==> src/ubs_pkg.sv <==
// Purpose: constants for the baud divider and sync slave transmitter
// Assumes: classic wishbone, 32-bit data, byte addresses
// Notes: register offsets are word aligned
package ubs_pkg;
	localparam logic [7:0] UBS_ADR_CTRL = 8'h00;
	localparam logic [7:0] UBS_ADR_DIV_LO = 8'h04;
	localparam logic [7:0] UBS_ADR_DIV_HI = 8'h08;
	localparam logic [7:0] UBS_ADR_TXDATA = 8'h0C;
	localparam logic [7:0] UBS_ADR_STAT = 8'h10;
	localparam logic [7:0] UBS_ADR_IMASK = 8'h14;
	// control register bit positions
	localparam int UBS_B_SYNC = 0;
	localparam int UBS_B_CLOCK_SOURCE_SEL = 1;
	localparam int UBS_B_SINGLE_RECEIVE_EN = 2;
	localparam int UBS_B_CONTINUOUS_RECEIVE_EN = 3;
	localparam int UBS_B_SERIAL_PORT_EN = 4;
	localparam int UBS_B_TRANSMIT_EN = 5;
	localparam int UBS_B_TX9 = 6;
	localparam int UBS_B_NINTH_TX_BIT = 7;
	localparam int UBS_B_HIGH_SPEED_SEL = 8;
	localparam int UBS_B_WIDE = 9;
	localparam int UBS_B_PERIPHERAL_INT_EN = 10;
	localparam int UBS_B_TX_INT_EN = 11;
	localparam int UBS_B_GIE = 12;
	localparam int UBS_CTRL_W = 13;
	// status bit positions
	localparam int UBS_S_TX_INT_FLAG = 0;
	localparam int UBS_S_TICK = 1;
	localparam int UBS_S_DONE = 2;
	localparam logic [12:0] UBS_CTRL_RST = 13'h0000;
	localparam logic [2:0] UBS_STAT_RST = 3'h0;
	localparam logic [15:0] UBS_DIV_RST = 16'h0000;
	localparam logic [5:0] UBS_MUL_ASYNC_LO8 = 6'h3F;
	localparam logic [5:0] UBS_MUL_ASYNC_HI8 = 6'h0F;
	localparam logic [5:0] UBS_MUL_SYNC = 6'h03;
	localparam logic [3:0] UBS_BITS_8 = 4'h8;
	localparam logic [3:0] UBS_BITS_9 = 4'h9;
endpackage

==> src/ubs_brg.sv <==
// Purpose: free running baud divider with prescale multiplier
// Assumes: divisor and modes steady between writes
// Notes: tick_o pulses once per baud period
`timescale 1ns/1ps
`default_nettype none
module ubs_brg
	import ubs_pkg::*;
(
	input wire logic clk_i,
	input wire logic rst_i,
	input wire logic clr_i,
	input wire logic wide_i,
	input wire logic high_speed_sel_i,
	input wire logic sync_i,
	input wire logic [15:0] div_i,
	output logic tick_o
);
	typedef struct packed {
		logic [15:0] cnt;
		logic [5:0] pre;
		logic tick;
	} ubs_brg_st_t;
	ubs_brg_st_t st_r, st_nxt;
	logic [5:0] pre_max;
	logic [15:0] top;
	always_comb begin
		// multiplier: sync fixed, async set by high_speed_sel and width
		if (sync_i)
			pre_max = UBS_MUL_SYNC;
		else if (wide_i)
			pre_max = high_speed_sel_i ? UBS_MUL_SYNC : UBS_MUL_ASYNC_HI8;
		else
			pre_max = high_speed_sel_i ? UBS_MUL_ASYNC_HI8 : UBS_MUL_ASYNC_LO8;
		top = wide_i ? div_i : {8'h00, div_i[7:0]};
		st_nxt = st_r;
		st_nxt.tick = 1'b0;
		if (clr_i) begin
			st_nxt.cnt = 16'h0000;
			st_nxt.pre = 6'h00;
		end else if (st_r.pre >= pre_max) begin
			st_nxt.pre = 6'h00;
			if (st_r.cnt >= top) begin
				st_nxt.cnt = 16'h0000;
				st_nxt.tick = 1'b1;
			end else
				st_nxt.cnt = st_r.cnt + 16'h0001;
		end else
			st_nxt.pre = st_r.pre + 6'h01;
	end
	always_ff @(posedge clk_i) begin
		if (rst_i)
			st_r <= '0;
		else
			st_r <= st_nxt;
	end
	assign tick_o = st_r.tick;
endmodule
`default_nettype wire

==> src/ubs_top.sv <==
// Purpose: baud divider and synchronous slave transmitter
// Assumes: wishbone classic slave; sync clock pin is asynchronous
// Notes: data shifts on falling sync clock, lsb first
//
// What this block does
// - divider is 8-bit after reset, 16-bit when wide select set
// - divisor high and low pair sets the baud timer period in 16-bit mode, low byte alone in 8-bit mode
// - async multiplier depends on high speed and wide select together
// - sync mode ignores the high speed select
// - writing either divisor byte clears the baud timer at once
// - async 8-bit low speed rate is clock over 64 times divisor plus one
// - transmit when both receive enables clear, else receive
// - slave transmit acts as master transmit except in sleep
// - in sleep first word shifts out, second waits, flag clear from the second write on
// - after first word, second moves to shifter and flag sets in the same cycle
// - flag wakes device when enables set; vectors if global enable
`timescale 1ns/1ps
`default_nettype none
module ubs_top
	import ubs_pkg::*;
(
	input wire logic clk_i,
	input wire logic rst_i,
	input wire logic wb_cyc_i,
	input wire logic wb_stb_i,
	input wire logic wb_we_i,
	input wire logic [7:0] wb_adr_i,
	input wire logic [3:0] wb_sel_i,
	input wire logic [31:0] wb_dat_i,
	output logic [31:0] wb_dat_o,
	output logic wb_ack_o,
	input wire logic sleep_i,
	input wire logic sync_clock_pin_i,
	output logic tx_data_o,
	output logic tx_data_oe_o,
	output logic baud_tick_o,
	output logic wake_o,
	output logic vector_o,
	output logic irq_o
);
	typedef struct packed {
		logic [12:0] ctrl;
		logic [15:0] div;
		logic [8:0] hold;
		logic hold_full;
		logic [8:0] shift;
		logic [3:0] nbits;
		logic busy;
		logic tx_int_flag;
		logic [2:0] stat;
		logic [2:0] mask;
		logic [1:0] ck_sync;
		logic ck_prev;
		logic txd;
		logic txoe;
		logic ack;
		logic [31:0] rdat;
		logic tick;
		logic wake;
		logic vec;
		logic irq;
	} ubs_st_t;
	ubs_st_t st_r, st_nxt;
	logic brg_tick;
	logic brg_clr;
	logic wr;
	logic rd;
	logic ck_fall;
	logic tx_mode;
	logic slave_on;
	logic [2:0] ev;
	logic pend;
	function automatic logic [7:0] merge8(input logic [7:0] old, input logic [7:0] nw, input logic en);
		merge8 = en ? nw : old;
	endfunction
	assign wr = wb_cyc_i && wb_stb_i && wb_we_i && !st_r.ack;
	assign rd = wb_cyc_i && wb_stb_i && !wb_we_i && !st_r.ack;
	assign brg_clr = wr && wb_sel_i[0] && (wb_adr_i == UBS_ADR_DIV_LO || wb_adr_i == UBS_ADR_DIV_HI);
	ubs_brg u_brg (
		.clk_i(clk_i),
		.rst_i(rst_i),
		.clr_i(brg_clr),
		.wide_i(st_r.ctrl[UBS_B_WIDE]),
		.high_speed_sel_i(st_r.ctrl[UBS_B_HIGH_SPEED_SEL]),
		.sync_i(st_r.ctrl[UBS_B_SYNC]),
		.div_i(st_r.div),
		.tick_o(brg_tick)
	);
	always_comb begin
		st_nxt = st_r;
		ev = 3'h0;
		st_nxt.ack = wb_cyc_i && wb_stb_i && !st_r.ack;
		st_nxt.ck_sync = {st_r.ck_sync[0], sync_clock_pin_i};
		st_nxt.ck_prev = st_r.ck_sync[1];
		ck_fall = st_r.ck_prev && !st_r.ck_sync[1];
		slave_on = st_r.ctrl[UBS_B_SYNC] && !st_r.ctrl[UBS_B_CLOCK_SOURCE_SEL] && st_r.ctrl[UBS_B_SERIAL_PORT_EN];
		tx_mode = !st_r.ctrl[UBS_B_SINGLE_RECEIVE_EN] && !st_r.ctrl[UBS_B_CONTINUOUS_RECEIVE_EN];
		st_nxt.tick = brg_tick;
		ev[UBS_S_TICK] = brg_tick;
		if (wr) begin
			unique case (wb_adr_i)
				UBS_ADR_CTRL: begin
					st_nxt.ctrl[7:0] = merge8(st_r.ctrl[7:0], wb_dat_i[7:0], wb_sel_i[0]);
					if (wb_sel_i[1])
						st_nxt.ctrl[12:8] = wb_dat_i[12:8];
				end
				UBS_ADR_DIV_LO: st_nxt.div[7:0] = merge8(st_r.div[7:0], wb_dat_i[7:0], wb_sel_i[0]);
				UBS_ADR_DIV_HI: st_nxt.div[15:8] = merge8(st_r.div[15:8], wb_dat_i[7:0], wb_sel_i[0]);
				UBS_ADR_TXDATA: begin
					if (wb_sel_i[0] && !st_r.hold_full) begin
						st_nxt.hold = {st_r.ctrl[UBS_B_NINTH_TX_BIT], wb_dat_i[7:0]};
						st_nxt.hold_full = 1'b1;
						st_nxt.tx_int_flag = 1'b0;
					end
				end
				UBS_ADR_IMASK: if (wb_sel_i[0]) st_nxt.mask = wb_dat_i[2:0];
				default: ;
			endcase
		end
		if (wr && wb_adr_i == UBS_ADR_STAT && wb_sel_i[0])
			st_nxt.stat = st_r.stat & ~wb_dat_i[2:0];
		// shifter driven by external clock edges only
		if (slave_on && tx_mode && st_r.ctrl[UBS_B_TRANSMIT_EN]) begin
			st_nxt.txoe = 1'b1;
			if (st_r.busy && ck_fall) begin
				st_nxt.txd = st_r.shift[0];
				st_nxt.shift = {1'b0, st_r.shift[8:1]};
				st_nxt.nbits = st_r.nbits - 4'h1;
				if (st_r.nbits == 4'h1) begin
					st_nxt.busy = 1'b0;
					ev[UBS_S_DONE] = 1'b1;
				end
			end
			if (st_nxt.hold_full && !st_nxt.busy) begin
				st_nxt.shift = st_nxt.hold;
				st_nxt.nbits = st_r.ctrl[UBS_B_TX9] ? UBS_BITS_9 : UBS_BITS_8;
				st_nxt.busy = 1'b1;
				st_nxt.hold_full = 1'b0;
			end
		end else begin
			st_nxt.txoe = 1'b0;
			st_nxt.busy = 1'b0;
			st_nxt.txd = 1'b1;
		end
		// flag rises only once holding reg is empty again
		if (!st_nxt.hold_full && (st_r.hold_full || !st_r.tx_int_flag) && st_r.ctrl[UBS_B_TRANSMIT_EN])
			st_nxt.tx_int_flag = 1'b1;
		ev[UBS_S_TX_INT_FLAG] = st_nxt.tx_int_flag && !st_r.tx_int_flag;
		st_nxt.stat = st_nxt.stat | ev;
		pend = st_r.tx_int_flag && st_r.ctrl[UBS_B_TX_INT_EN] && st_r.ctrl[UBS_B_PERIPHERAL_INT_EN];
		st_nxt.wake = pend && sleep_i;
		st_nxt.vec = pend && st_r.ctrl[UBS_B_GIE];
		st_nxt.irq = |(st_r.stat & st_r.mask);
		st_nxt.rdat = 32'h0000_0000;
		if (rd) begin
			unique case (wb_adr_i)
				UBS_ADR_CTRL: st_nxt.rdat = {19'h0_0000, st_r.ctrl};
				UBS_ADR_DIV_LO: st_nxt.rdat = {24'h00_0000, st_r.div[7:0]};
				UBS_ADR_DIV_HI: st_nxt.rdat = {24'h00_0000, st_r.div[15:8]};
				UBS_ADR_TXDATA: st_nxt.rdat = {22'h00_0000, st_r.busy, st_r.hold_full, st_r.hold[7:0]};
				UBS_ADR_STAT: st_nxt.rdat = {28'h000_0000, st_r.tx_int_flag, st_r.stat};
				UBS_ADR_IMASK: st_nxt.rdat = {29'h0000_0000, st_r.mask};
				default: st_nxt.rdat = 32'h0000_0000;
			endcase
		end
	end
	always_ff @(posedge clk_i) begin
		if (rst_i) begin
			st_r <= '0;
			st_r.ctrl <= UBS_CTRL_RST;
			st_r.div <= UBS_DIV_RST;
			st_r.stat <= UBS_STAT_RST;
			st_r.txd <= 1'b1;
			st_r.ck_prev <= 1'b1;
			st_r.ck_sync <= 2'b11;
		end else
			st_r <= st_nxt;
	end
	assign wb_dat_o = st_r.rdat;
	assign wb_ack_o = st_r.ack;
	assign tx_data_o = st_r.txd;
	assign tx_data_oe_o = st_r.txoe;
	assign baud_tick_o = st_r.tick;
	assign wake_o = st_r.wake;
	assign vector_o = st_r.vec;
	assign irq_o = st_r.irq;

	logic shift_on;
	assign shift_on = slave_on && tx_mode && st_r.ctrl[UBS_B_TRANSMIT_EN];
	logic last_fall;
	assign last_fall = shift_on && st_r.busy && ck_fall && st_r.nbits == 4'h1;

	property p_ack_one;
		@(posedge clk_i) disable iff (rst_i)
			wb_ack_o |=> !wb_ack_o;
	endproperty
	a_ack_one: assert property (p_ack_one) else $error("ack held two cycles");

	property p_ack_req;
		@(posedge clk_i) disable iff (rst_i)
			(wb_cyc_i && wb_stb_i && !wb_ack_o) |=> wb_ack_o;
	endproperty
	a_ack_req: assert property (p_ack_req) else $error("no ack after request");

	property p_rdat_idle;
		@(posedge clk_i) disable iff (rst_i)
			!wb_ack_o |-> (wb_dat_o == 32'h0000_0000);
	endproperty
	a_rdat_idle: assert property (p_rdat_idle) else $error("read data outside ack");

	property p_div_clr;
		@(posedge clk_i) disable iff (rst_i)
			brg_clr |=> !brg_tick;
	endproperty
	a_div_clr: assert property (p_div_clr) else $error("tick right after divisor write");

	property p_div_keep;
		@(posedge clk_i) disable iff (rst_i)
			!wr |=> $stable(st_r.div);
	endproperty
	a_div_keep: assert property (p_div_keep) else $error("divisor changed without write");

	property p_div_lo_wr;
		@(posedge clk_i) disable iff (rst_i)
			(wr && wb_adr_i == UBS_ADR_DIV_LO && wb_sel_i[0]) |=> (st_r.div[7:0] == $past(wb_dat_i[7:0]));
	endproperty
	a_div_lo_wr: assert property (p_div_lo_wr) else $error("divisor low byte not written");

	property p_div_hi_wr;
		@(posedge clk_i) disable iff (rst_i)
			(wr && wb_adr_i == UBS_ADR_DIV_HI && wb_sel_i[0]) |=> (st_r.div[15:8] == $past(wb_dat_i[7:0]));
	endproperty
	a_div_hi_wr: assert property (p_div_hi_wr) else $error("divisor high byte not written");

	property p_ctrl_keep;
		@(posedge clk_i) disable iff (rst_i)
			!wr |=> $stable(st_r.ctrl);
	endproperty
	a_ctrl_keep: assert property (p_ctrl_keep) else $error("control changed without write");

	property p_tick_single;
		@(posedge clk_i) disable iff (rst_i)
			baud_tick_o |=> !baud_tick_o;
	endproperty
	a_tick_single: assert property (p_tick_single) else $error("baud tick longer than one cycle");

	property p_rx_quiet;
		@(posedge clk_i) disable iff (rst_i)
			!tx_mode |=> !st_r.busy;
	endproperty
	a_rx_quiet: assert property (p_rx_quiet) else $error("shifting in receive direction");

	property p_oe_on;
		@(posedge clk_i) disable iff (rst_i)
			shift_on |=> tx_data_oe_o;
	endproperty
	a_oe_on: assert property (p_oe_on) else $error("data pin not driven in slave transmit");

	property p_oe_off;
		@(posedge clk_i) disable iff (rst_i)
			!shift_on |=> (!tx_data_oe_o && tx_data_o);
	endproperty
	a_oe_off: assert property (p_oe_off) else $error("data pin driven outside slave transmit");

	property p_fall_bit;
		@(posedge clk_i) disable iff (rst_i)
			(shift_on && st_r.busy && ck_fall) |=> (tx_data_o == $past(st_r.shift[0]));
	endproperty
	a_fall_bit: assert property (p_fall_bit) else $error("wrong bit after clock fall");

	property p_shift_edge;
		@(posedge clk_i) disable iff (rst_i)
			(st_r.busy && !ck_fall) |=> $stable(st_r.nbits);
	endproperty
	a_shift_edge: assert property (p_shift_edge) else $error("bit count moved without clock fall");

	property p_bit_hold;
		@(posedge clk_i) disable iff (rst_i)
			(shift_on && st_r.busy && !ck_fall) |=> $stable(tx_data_o);
	endproperty
	a_bit_hold: assert property (p_bit_hold) else $error("data bit changed between falls");

	property p_nbits_range;
		@(posedge clk_i) disable iff (rst_i)
			st_r.busy |-> (st_r.nbits != 4'h0 && st_r.nbits <= UBS_BITS_9);
	endproperty
	a_nbits_range: assert property (p_nbits_range) else $error("bit count out of range");

	property p_last_bit;
		@(posedge clk_i) disable iff (rst_i)
			(last_fall && !st_r.hold_full && !wr) |=> !st_r.busy;
	endproperty
	a_last_bit: assert property (p_last_bit) else $error("shifter busy after last bit");

	property p_second_load;
		@(posedge clk_i) disable iff (rst_i)
			(last_fall && st_r.hold_full) |=> (st_r.busy && !st_r.hold_full && st_r.tx_int_flag);
	endproperty
	a_second_load: assert property (p_second_load) else $error("second word not moved or flag clear");

	property p_tx_load;
		@(posedge clk_i) disable iff (rst_i)
			(shift_on && !st_r.busy && st_r.hold_full) |=> st_r.busy;
	endproperty
	a_tx_load: assert property (p_tx_load) else $error("word not moved to shifter");

	property p_hold_flag;
		@(posedge clk_i) disable iff (rst_i)
			st_r.hold_full |-> !st_r.tx_int_flag;
	endproperty
	a_hold_flag: assert property (p_hold_flag) else $error("flag set with full holding reg");

	property p_stat_keep;
		@(posedge clk_i) disable iff (rst_i)
			!(wr && wb_adr_i == UBS_ADR_STAT) |=> ((st_r.stat & $past(st_r.stat)) == $past(st_r.stat));
	endproperty
	a_stat_keep: assert property (p_stat_keep) else $error("status bit lost without clear");

	property p_irq;
		@(posedge clk_i) disable iff (rst_i)
			(|(st_r.stat & st_r.mask)) |=> irq_o;
	endproperty
	a_irq: assert property (p_irq) else $error("irq missing");

	property p_wake;
		@(posedge clk_i) disable iff (rst_i)
			(sleep_i && st_r.tx_int_flag && st_r.ctrl[UBS_B_TX_INT_EN] && st_r.ctrl[UBS_B_PERIPHERAL_INT_EN]) |=> wake_o;
	endproperty
	a_wake: assert property (p_wake) else $error("no wake on flag");

	property p_wake_sleep;
		@(posedge clk_i) disable iff (rst_i)
			wake_o |-> $past(sleep_i);
	endproperty
	a_wake_sleep: assert property (p_wake_sleep) else $error("wake outside sleep");

	property p_vec;
		@(posedge clk_i) disable iff (rst_i)
			vector_o |-> $past(st_r.ctrl[UBS_B_GIE]);
	endproperty
	a_vec: assert property (p_vec) else $error("vector without global enable");

	property p_vec_pend;
		@(posedge clk_i) disable iff (rst_i)
			vector_o |-> $past(st_r.tx_int_flag && st_r.ctrl[UBS_B_TX_INT_EN] && st_r.ctrl[UBS_B_PERIPHERAL_INT_EN]);
	endproperty
	a_vec_pend: assert property (p_vec_pend) else $error("vector without pending flag");

	c_done: cover property (@(posedge clk_i) ev[UBS_S_DONE]);
	c_two_words: cover property (@(posedge clk_i) st_r.busy && st_r.hold_full && sleep_i);
	c_wake: cover property (@(posedge clk_i) wake_o);
	c_ninth: cover property (@(posedge clk_i) ev[UBS_S_DONE] && st_r.ctrl[UBS_B_TX9]);
	c_vec: cover property (@(posedge clk_i) vector_o);
endmodule
`default_nettype wire

==> config.mk <==
export PLATFORM = sky130hd
export DESIGN_NAME = ubs_top
export DESIGN_NICKNAME = d
export VERILOG_FILES = /design/src/ubs_pkg.sv /design/src/ubs_brg.sv /design/src/ubs_top.sv
export SDC_FILE = /design/constraint.sdc
export NUM_CORES = 1
export LEC_CHECK = 0
export BUFFER_PORTS_ARGS = -buffer_cell sky130_fd_sc_hd__buf_2
export CAP_MARGIN = 20
export CORE_MARGIN = 2
export CORE_UTILIZATION = 56
export DETAILED_ROUTE_END_ITERATION = 8
export PLACE_DENSITY = 0.8
export SLEW_MARGIN = 20
export SYNTH_ARGS = -nofsm -noshare
export SYNTH_HDL_FRONTEND = slang
export SYNTH_HIERARCHICAL = 1
export SYNTH_SLANG_ARGS = --single-unit
==> constraint.sdc <==
create_clock -name clk_i -period 2.8 [get_ports clk_i]
set_input_delay 0.42 -clock clk_i [delete_from_list [all_inputs] [get_ports clk_i]]
set_output_delay 0.42 -clock clk_i [all_outputs]
set_load 0.02 [all_outputs]
==> impl_metrics.sql <==
INSERT INTO impl_metrics (metric_group, metric, value, unit) VALUES
('outcome', 'outcome', 'complete, no violations', ''),
('global_route', 'grt_util_all_layers', '0.245', ''),
('synthesis', 'yosysTopAreaCellShare', '0.407', ''),
('floorplan', 'chipWidth', '101', 'um'),
('synthesis', 'synth_seq_cells', '106', ''),
('sta', 'worstMarginPinSlew', '0.568', 'ns'),
('floorplan', 'initial_utilization', '0.570', ''),
('synthesis', 'synth-edff-count', '0', ''),
('synthesis', 'post-synth-top-area-cell', 'dfxtp_1', ''),
('power', 'power_switching', '638', 'uW'),
('floorplan', 'io_pins', '90', ''),
('drt', 'wl', '11.8', 'mm'),
('critical_path', 'max_stage_delay', '0.46', 'ns'),
('global_route', 'global_route.overflow_total', '0', ''),
('cts', 'htree_num_levels', '3', ''),
('critical_path', 'path_class', 'register to register', ''),
('drt', 'drt_drc_violations_left', '0', ''),
('critical_path', 'arrival', '2.61', 'ns'),
('global_route', 'grt_pass1_vias', '4104', ''),
('drt', 'route.antenna.remaining_nets', '0', ''),
('critical_path', 'cp_common_cell', 'or3_1', ''),
('sta', 'slew_viol_final', '0', ''),
('critical_path', 'crit_buf_inv', '0', ''),
('power', 'seqPwrFrac', '0.580', ''),
('sta', 'totalNegativeSetupSlack', '0', 'ns'),
('sta', 'rsz0062_at_grt', 'no', ''),
('cells_and_area', 'layout.cells.non_filler', '724', ''),
('hold_path', 'hold_path_startpoint', 'sync_clock_pin_i', ''),
('critical_path', 'startpoint_type', 'register', ''),
('critical_path', 'timing.critical_path.fanout_max', '12', ''),
('sta', 'post-route-worst-setup-slack', '0.499', 'ns'),
('cells_and_area', 'post-route-cell-area', '5600', 'sq um'),
('global_route', 'grt_pass1_wl', '19.6', 'mm'),
('cts', 'worst_skew_pair.late_latency', '0.38', 'ns'),
('synthesis', 'yosys.cell_count.top_type', 'dfxtp_1', ''),
('flow_run', 'maxCapViolations', '0', ''),
('power', 'power_density', '467', 'nW/um^2'),
('drt', 'avgViaCountPerCell', '5.92', ''),
('floorplan', 'die_h', '101', 'um'),
('cts', 'number_of_setup_buffers_added_after_cts', '0', ''),
('place', 'place_worst_setup_slack', '0.265', 'ns'),
('cts', 'ctsResizeCount', '0', ''),
('drt', 'avgRoutedWirePerCell', '16.3', 'um'),
('synthesis', 'synthesis.area_per_instance', '9.06', 'sq um'),
('cts', 'cts_tree', 'yes', ''),
('synthesis', 'sequential_cell_area_fraction_in_the_yosys_report', '0.407', ''),
('sta', 'max_freq', '435', 'MHz'),
('sta', 'timing_hold_violations_final', '0', ''),
('floorplan', 'placeableCoreArea', '9150', 'sq um'),
('global_route', 'grt_antenna_before_repair', '0', ''),
('place', 'dpl.hpwl', '8.98', 'mm'),
('synthesis', 'synth_cell_types', '63', ''),
('power', 'overall_power', '2.62', 'mW'),
('place', 'globalplace.congestion', '0.947', ''),
('drt', 'initialDrtViolationCount', '358', ''),
('cts', 'cts.reportedPaths.clkPinSlew', '0.11', 'ns'),
('synthesis', 'yosysWarnings', '6', ''),
('power', 'share_of_total_power_in_combinational_logic', '0.046', ''),
('cts', 'clockBufferDepth', '2', ''),
('power', 'leakagePower', '2.35', 'nW'),
('cells_and_area', 'diodes', '0', ''),
('cells_and_area', 'area_growth', '7.44', '%'),
('cells_and_area', 'finish.net_count', '683', ''),
('synthesis', 'post_synth_most_frequent_cells', 'dfxtp_1 (106), nor2_1 (60), nand2_1 (46)', ''),
('drt', 'drt_pass_1_iters', '5', ''),
('power', 'power.clock.fraction', '0.375', ''),
('power', 'vdd.ir_drop.worst', '318', 'uV'),
('sta', 'post_route_skew', '0.0144', 'ns'),
('place', 'io_buffer_count', '49', ''),
('critical_path', 'cp-startpoint', 'st_r[98]$_SDFFE_PP0P_', ''),
('sta', 'min_period', '2.30', 'ns');
sequential cells by signal, indices dropped and copies added (netlist names):
register      cells
wb_ack_o          1
baud_tick_o       1
wb_dat_o         13
tx_data_oe_o      1
st_r             61
u_brg/tick_o      1
wake_o            1
tx_data_o         1
st_nxt            2
u_brg/st_r       22
vector_o          1
irq_o             1
through the flow:
stage,hold slack [ns],utilization
3_3_place_gp,0.392,0.590
6_report,0.216,0.612
4_1_cts,0.205,0.612
2_1_floorplan,0.389,-
5_1_grt,0.220,0.612
3_5_place_dp,0.411,0.590
final timing paths:
check,endpoint,slack (ns),depth (start not counted)
worst max-delay path,u_brg/st_r[20]$_SDFFE_PP0P_,0.50,6
worst min-delay path,st_nxt[41]$_SDFF_PP1_,0.22,2
worst max register to register,u_brg/st_r[20]$_SDFFE_PP0P_,0.50,6
worst min register to register,st_nxt[39]$_SDFF_PP1_,0.43,1
area by class of cell:
cell class,instances,area (sq um)
Fill cell,775,3550
Tap cell,111,139
Clock inverter,7,83.8
Inverter,22,82.6
Clock buffer,9,124
Multi-Input combinational cell,409,2730
Sequential cell,106,2120
Timing Repair Buffer,60,328
kinds of logic (layout without fill, tap and decap cells):
family	count (synthesis)	after routing	synth area share
AOI/OAI and AO/OA	108	108	0.147
xor gates and xnor gates	16	16	0.0269
adders and majority gates	24	24	0.0576
muxes	31	31	0.0667
and+or+nand+nor	211	211	0.211
other	1	19	0.000719
buffers and inverters	79	98	0.0837
DFF	106	106	0.407
placed cells by master (no fill, tap or decap), types with 14 or more instances in the layout:
cell type  instances
nand2_1           46
xor2_1            14
ha_1              24
inv_1             22
dfxtp_1          106
a21oi_1           37
buf_2             49
mux2i_1           28
a22oi_1           16
nand3_1           25
conb_1            19
nor2_1            60
routing by layer:
metal	share of wire	global-route usage
met5	0	0
met4	0.026	0.105
met3	0.069	0.0485
met2	0.47	0.385
met1	0.44	0.328
worst reg2reg max path, stage by stage, from the launching register on:
cell and delay, ns:
dfxtp_1 0.44, or3_1 0.47, ha_1 0.35, o211a_1 0.28, nand3_1 0.22, or3_1 0.36
a21oi_1 0.14
power groups by stage:
stage	logic (mW)	registers (mW)	clock network [mW]
after floorplan	0.0900	1.55	0
after global placement	0.115	1.55	0
after detailed placement	0.116	1.55	0
after CTS	0.117	1.52	1.00
after global routing	0.128	1.52	1.06
final	0.119	1.52	0.981
No activity file was read; power rests on OpenSTA's default activity.
